==> config.mk <==
export PLATFORM = sky130hd
export DESIGN_NAME = ipce_top
export DESIGN_NICKNAME = d
export VERILOG_FILES = /design/src/design/ipce_pkg.sv /design/src/design/ipce_pin_driver.sv /design/src/design/ipce_top.sv
export VERILOG_INCLUDE_DIRS = /design/src /design/src/design
export SDC_FILE = /design/constraint.sdc
export NUM_CORES = 1
export LEC_CHECK = 0
export BUFFER_PORTS_ARGS = -buffer_cell sky130_fd_sc_hd__buf_2
export CORE_UTILIZATION = 51
export CTS_CLUSTER_DIAMETER = 100
export DETAILED_ROUTE_END_ITERATION = 12
export GPL_TIMING_DRIVEN = 0
export PLACE_DENSITY = 0.8
export SYNTH_ARGS = -nofsm -noshare
export SYNTH_HDL_FRONTEND = slang
export SYNTH_SLANG_ARGS = --single-unit
==> constraint.sdc <==
create_clock -name i_clock -period 1.6 [get_ports i_clock]
set_clock_uncertainty 0.05 [all_clocks]
set_input_delay 0.16 -clock i_clock [delete_from_list [all_inputs] [get_ports i_clock]]
set_output_delay 0.16 -clock i_clock [all_outputs]
set_load 0.02 [all_outputs]
==> src/design/ipce_map.svh <==
// Register offsets, field positions and reset values of the interrupt pin block
`ifndef IPCE_MAP_SVH
`define IPCE_MAP_SVH

// ****************************************************************
// Register offsets
// ****************************************************************
`define IPCE_OFS_PIN_CONFIG      8'h28
`define IPCE_OFS_SOURCE_ENABLE   8'h29
`define IPCE_OFS_PIN_ROUTING     8'h2A

// ****************************************************************
// Pin configuration fields
// ****************************************************************
`define IPCE_BIT_PIN_A_POLARITY  5
`define IPCE_BIT_PIN_A_DRIVE     4
`define IPCE_BIT_PIN_B_POLARITY  1
`define IPCE_BIT_PIN_B_DRIVE     0
`define IPCE_PIN_CONFIG_WMASK    8'h33

// ****************************************************************
// Source bit positions, shared by enable and routing
// ****************************************************************
`define IPCE_BIT_DATA_READY      7
`define IPCE_BIT_FIFO            6
`define IPCE_BIT_PRESS_WINDOW    5
`define IPCE_BIT_TEMP_WINDOW     4
`define IPCE_BIT_PRESS_THRESHOLD 3
`define IPCE_BIT_TEMP_THRESHOLD  2
`define IPCE_BIT_PRESS_CHANGE    1
`define IPCE_BIT_TEMP_CHANGE     0

// ****************************************************************
// Reset values
// ****************************************************************
`define IPCE_RST_PIN_CONFIG      8'h00
`define IPCE_RST_SOURCE_ENABLE   8'h00
`define IPCE_RST_PIN_ROUTING     8'h00

`endif

==> src/design/ipce_pkg.sv <==
// Types shared by the interrupt pin block
`default_nettype none

package ipce_pkg;

    // Event flags of the eight sources, msb first
    typedef struct packed {
        logic data_ready;
        logic fifo;
        logic press_window;
        logic temp_window;
        logic press_threshold;
        logic temp_threshold;
        logic press_change;
        logic temp_change;
    } ipce_src_type;

    // Electrical setup of one interrupt pin
    typedef struct packed {
        logic polarity;
        logic drive_mode;
    } ipce_pin_cfg_type;

    // Drive value and output enable of one pin
    typedef struct packed {
        logic out;
        logic oe;
    } ipce_pin_drv_type;

endpackage : ipce_pkg

`default_nettype wire

==> src/design/ipce_pin_driver.sv <==
// Output stage of one interrupt pin: polarity and drive mode
`timescale 1ns/100ps
`default_nettype none

module ipce_pin_driver (
    // Clock and reset
    input  wire logic                      i_clock,
    input  wire logic                      i_arst_n,
    // Request and setup
    input  wire logic                      i_assert,
    input  wire ipce_pkg::ipce_pin_cfg_type i_cfg,
    // Pin
    output var  logic                      o_pin_out,
    output var  logic                      o_pin_oe
);

    ipce_pkg::ipce_pin_drv_type drv_d;
    ipce_pkg::ipce_pin_drv_type drv_q;

    always_comb begin
        if (i_cfg.drive_mode) begin
            drv_d.oe  = i_assert;
            drv_d.out = i_cfg.polarity;
        end else begin
            drv_d.oe  = 1'b1;
            drv_d.out = i_assert ? i_cfg.polarity : ~i_cfg.polarity;
        end
    end

    // Reset shows push-pull, active low, inactive: driven high
    always_ff @(posedge i_clock or negedge i_arst_n) begin
        if (!i_arst_n) begin
            drv_q <= 2'h3;
        end else begin
            drv_q <= drv_d;
        end
    end

    assign o_pin_out = drv_q.out;
    assign o_pin_oe  = drv_q.oe;

endmodule : ipce_pin_driver

`default_nettype wire

==> src/design/ipce_top.sv <==
// Interrupt enable, routing and pin configuration of the sensor
// Behaviour
// - Pin A polarity at bit 5: clear active low, set active high.
// - Pin A drive at bit 4: clear push-pull, set open drain.
// - Pin B polarity at bit 1: clear active low, set active high.
// - Pin B drive at bit 0: clear push-pull, set open drain.
// - Config bits 7:6 and 3:2 read zero, writes ignored.
// - A disabled source never touches either pin.
// - Each enabled source reaches exactly one pin, by its routing bit.
// - Enable bit 7 data ready, bit 6 FIFO; reset disabled.
// - Enable bit 5 pressure window, bit 4 temperature window; reset disabled.
// - Enable bit 3 pressure threshold, bit 2 temperature threshold; reset disabled.
// - Enable bit 1 pressure change, bit 0 temperature change; reset disabled.
// - Routing bit zero sends to pin B, one to pin A.
// - Each pin is the OR of enabled sources routed to it.
`timescale 1ns/100ps
`default_nettype none
`include "ipce_map.svh"

module ipce_top (
    // Clock and reset
    input  wire logic                  i_clock,
    input  wire logic                  i_arst_n,
    // Register port
    input  wire logic                  i_reg_wr_en,
    input  wire logic                  i_reg_rd_en,
    input  wire logic [7:0]            i_reg_addr,
    input  wire logic [7:0]            i_reg_wr_data,
    output var  logic [7:0]            o_reg_rd_data,
    output var  logic                  o_reg_rd_valid,
    // Source event flags
    input  wire ipce_pkg::ipce_src_type i_src_flags,
    // Interrupt pins
    output var  logic                  o_irq_pin_a_out,
    output var  logic                  o_irq_pin_a_oe,
    output var  logic                  o_irq_pin_b_out,
    output var  logic                  o_irq_pin_b_oe
);

    // ****************************************************************
    // Registers
    // ****************************************************************
    logic [7:0] pin_config_q;
    logic [7:0] pin_config_d;
    logic [7:0] source_enable_q;
    logic [7:0] source_enable_d;
    logic [7:0] pin_routing_q;
    logic [7:0] pin_routing_d;
    logic [7:0] rd_data_q;
    logic [7:0] rd_data_d;
    logic       rd_valid_q;
    logic       rd_valid_d;

    function automatic logic hit(input logic [7:0] addr, input logic [7:0] ofs);
        hit = (addr == ofs);
    endfunction : hit

    always_comb begin
        pin_config_d    = pin_config_q;
        source_enable_d = source_enable_q;
        pin_routing_d   = pin_routing_q;
        if (i_reg_wr_en) begin
            if (hit(i_reg_addr, `IPCE_OFS_PIN_CONFIG)) begin
                pin_config_d = i_reg_wr_data & `IPCE_PIN_CONFIG_WMASK;
            end
            if (hit(i_reg_addr, `IPCE_OFS_SOURCE_ENABLE)) begin
                source_enable_d = i_reg_wr_data;
            end
            if (hit(i_reg_addr, `IPCE_OFS_PIN_ROUTING)) begin
                pin_routing_d = i_reg_wr_data;
            end
        end
        rd_valid_d = i_reg_rd_en;
        rd_data_d  = rd_data_q;
        if (i_reg_rd_en) begin
            // Unmapped offsets answer zero
            if (hit(i_reg_addr, `IPCE_OFS_PIN_CONFIG)) begin
                rd_data_d = pin_config_q;
            end else if (hit(i_reg_addr, `IPCE_OFS_SOURCE_ENABLE)) begin
                rd_data_d = source_enable_q;
            end else if (hit(i_reg_addr, `IPCE_OFS_PIN_ROUTING)) begin
                rd_data_d = pin_routing_q;
            end else begin
                rd_data_d = 8'h00;
            end
        end
    end

    always_ff @(posedge i_clock or negedge i_arst_n) begin
        if (!i_arst_n) begin
            pin_config_q    <= `IPCE_RST_PIN_CONFIG;
            source_enable_q <= `IPCE_RST_SOURCE_ENABLE;
            pin_routing_q   <= `IPCE_RST_PIN_ROUTING;
            rd_data_q       <= 8'h00;
            rd_valid_q      <= 1'b0;
        end else begin
            pin_config_q    <= pin_config_d;
            source_enable_q <= source_enable_d;
            pin_routing_q   <= pin_routing_d;
            rd_data_q       <= rd_data_d;
            rd_valid_q      <= rd_valid_d;
        end
    end

    assign o_reg_rd_data  = rd_data_q;
    assign o_reg_rd_valid = rd_valid_q;

    // ****************************************************************
    // Gating and routing
    // ****************************************************************
    logic [7:0]                 gated_src;
    logic                       req_pin_a;
    logic                       req_pin_b;
    ipce_pkg::ipce_pin_cfg_type cfg_pin_a;
    ipce_pkg::ipce_pin_cfg_type cfg_pin_b;

    always_comb begin
        // One enable per source
        // Bit order of the struct matches the enable register positions
        gated_src = i_src_flags & source_enable_q;
        req_pin_a = |(gated_src & pin_routing_q);
        req_pin_b = |(gated_src & ~pin_routing_q);
        cfg_pin_a.polarity   = pin_config_q[`IPCE_BIT_PIN_A_POLARITY];
        cfg_pin_a.drive_mode = pin_config_q[`IPCE_BIT_PIN_A_DRIVE];
        cfg_pin_b.polarity   = pin_config_q[`IPCE_BIT_PIN_B_POLARITY];
        cfg_pin_b.drive_mode = pin_config_q[`IPCE_BIT_PIN_B_DRIVE];
    end

    // ****************************************************************
    // Pin stages
    // ****************************************************************
    // Registered stage keeps pins glitch free at one cycle of latency
    ipce_pin_driver u_pin_a (
        .i_clock   (i_clock),
        .i_arst_n  (i_arst_n),
        .i_assert  (req_pin_a),
        .i_cfg     (cfg_pin_a),
        .o_pin_out (o_irq_pin_a_out),
        .o_pin_oe  (o_irq_pin_a_oe)
    );

    ipce_pin_driver u_pin_b (
        .i_clock   (i_clock),
        .i_arst_n  (i_arst_n),
        .i_assert  (req_pin_b),
        .i_cfg     (cfg_pin_b),
        .o_pin_out (o_irq_pin_b_out),
        .o_pin_oe  (o_irq_pin_b_oe)
    );

    // ****************************************************************
    // Assertions
    // ****************************************************************
    function automatic logic active(input logic out, input logic oe, input logic pol);
        active = oe && (out == pol);
    endfunction : active
endmodule : ipce_top

`default_nettype wire

==> impl_metrics.yaml <==
outcome:
  status: "complete, but fails checks"
  violations: "negative setup slack"
routing:
  vias: 1210
  drtAntennaViolNets: 0
  drt_wl_total_mm: 3.27
  drcViolationCount: 0
  first_iter_violations: 32
  viasPerCell: 5.73
  dr.pass1.iters: 4
  avgRoutedWirePerCell_um: 15.5
placed_design:
  io_buffers: 38
  place_hpwl_mm: 2.45
  place.gp.congestion: 0.770
  post-place-ws_ns: -0.359
  dp_cells: 201
worst_setup_path:
  cp.required_ns: 1.78
  crit_slowest_cell: "or4b_4"
  cp_data_arrival_time_ns: 1.79
  path_class: "in2reg"
  cpPeakStageDelay_ns: 0.54
  worstSetupStartpointType: "input pin"
  path_cells: "buf_2 > or4b_4 > nor3b_4 > nand3_2 > mux2_1"
  critical-path-top-delay-family: "simple AND/OR/NAND/NOR gates"
  cp_max_fo: 8
  path_buf_inv: 1
  endpoint_kind: "register"
finish:
  area_growth_pct: 19.6
  nFillCells: 248
  fin_cells: 211
  num_antenna_cells: 0
  multi_input_area_um2: 642
  nets: 207
  regArea_um2: 831
  final_common_cell: "buf_2"
  mostFrequentLayoutCells: "buf_2 (38), dfrtp_1 (29), mux2_2 (19), nand2_1 (11), o22ai_1 (10)"
  drive_gt1_frac: 0.389
cts:
  clockBufferDepth: 2
  clk_pin_slew_worst_paths_ns: 0.09
  clock-sinks: 33
  root_buffer: "clkbuf_4"
  cts_tree: "done"
  cts.htree.levels: 2
  cts_buffers: 5
  clk_latency_ns: 0.33
  ctsResizeCount: 0
pwr:
  vdd_drop_max_v: 0.000821
  p_per_area_nw_per_um2: 834
  finalPower_w: 0.00152
  p_leak_nw: 0.870
logic_synthesis:
  yosys_warnings: 0
  synth_area_per_cell_um2: 11.5
  synth.cell_area_um2: 1520
  synth.area.top_cells: "dfrtp_1 (48%), mux2_2 (14%), dfstp_2 (6.9%)"
  yosysTopAreaCell: "dfrtp_1"
  syn-instance-count: 132
  synth_seq_cells: 33
  ys_types: 25
  synth_top_area_frac: 0.477
  syn_nets: 160
  yosysSeqAreaShare: 0.546
die:
  die_y_um: 56.6
  rows: 19
  coreArea_um2: 2780
  start_util: 0.547
  dieArea_um2: 3210
  io_pins: 41
  die_w_um: 56.6
grt:
  grt_pass1_wl_mm: 5.62
  grt_use_total: 0.232
  grt_pass1_vias: 1268
  antenna_found_initial: 0
  grt_max_degree: 34
  grt-ovfl-total: 0
timing:
  relSlewSlack: 0.513
  slew_violations: 0
  max_freq_mhz: 621
  whs_ns: 0.0131
  grt_setup_unrepaired: "yes"
  finalSetupViolations: 1
  min_period_ns: 1.61
  finalWorstSetupSlack_ns: -0.0103
  worst_pin_slew_ns: 0.731
  hold_viol: 0
  timing.final.crit_share: 1.01
worst_hold_path:
  min_path_type: "in2reg"
flow_run:
  maxCapViolCount: 0
-- cells by family (layout without fill, tap and decap cells) --
group,after synthesis,in the layout,synth area share
buffers and inverters,13,61,0.0321
AND/OR/NAND/NOR,40,40,0.150
XOR/XNOR,2,2,0.0115
flip-flops,33,33,0.546
multiplexers,24,24,0.174
AO/OA/AOI/OAI,20,20,0.0863
-- registers in the layout (all words and copies together), names as in the netlist --
signal,count
o_reg_rd_data,8
pin_routing_q,8
source_enable_q,8
pin_config_q,4
o_reg_rd_valid,1
u_pin_a.o_pin_oe,1
u_pin_a.o_pin_out,1
u_pin_b.o_pin_oe,1
u_pin_b.o_pin_out,1
-- final timing paths --
| kind | startpoint | end | slack [ns] | cells past startpoint |
|---|---|---|---|---|
| setup / recovery | i_reg_addr[7] | source_enable_q[5] | -0.01 | 5 |
| hold / removal | i_reg_wr_data[5] | source_enable_q[5] | 0.01 | 2 |
| setup reg to reg | source_enable_q[6] | u_pin_b.o_pin_out | 0.30 | 4 |
| hold reg to reg | pin_config_q[4] | u_pin_a.o_pin_oe | 0.42 | 1 |
| max in group asynchronous | i_arst_n | o_reg_rd_valid | 0.66 | 2 |
| min in group asynchronous | i_arst_n | o_reg_rd_data[1] | 0.37 | 2 |
-- cells in the mapped netlist (all sizes together) --
master	number
a21oi	4
dfstp	4
o21ai	1
nand4	2
nor4	1
inv	9
nor3	1
clkbuf	4
xor2	2
nand3b	3
nor2	6
nor3b	1
or4	1
mux2i	4
or4b	1
nand2	11
nor2b	2
nand3	11
dfrtp	29
o2111ai	1
a22o	4
mux2	20
o22ai	10
-- stage by stage --
step,utilization,TNS [ns],area (µm²)
after global placement,0.629,-6.37,1750
after CTS,0.654,-0.00225,1820
final,0.654,-0.0103,1820
after floorplan,-,-1.01,1520
after detailed placement,0.629,-6.66,1750
after global routing,0.654,-0.0672,1820
-- timing repair --
| action | 4_1_cts | 5_1_grt |
|---|---|---|
| endpoints found under the setup margin | 1 | 8 |
| hold buffers | 2 | 0 |
| endpoints found under the hold margin | 30 | 0 |
| buffers inserted | 0 | 0 |
| pin swaps | 0 | 0 |
-- routing by layer --
metal / vias up / wire (µm) / global-route usage
li1: 566 / - / -
met1: 579 / 1400 / 0.277
met3: 4 / 280 / 0.0853
met5: - / 0 / 0
met2: 61 / 1560 / 0.376
met4: 0 / 31 / 0.0976
-- power by group --
| group | switching, W | internal [W] |
|---|---|---|
| Combinational | 0.0000986 | 0.0000782 |
| Clock | 0.000258 | 0.000175 |
| Sequential | 0.0000281 | 0.000879 |
-- area by class of cell --
cell class	count	share of cell area
buffer	4	0.00825
inverter	9	0.0186
timing repair buffer	40	0.116
multi-input combinational	86	0.353
clock buffer	8	0.0268
sequential	33	0.457
tap	31	0.0213
(Power assumes the default switching activity.)
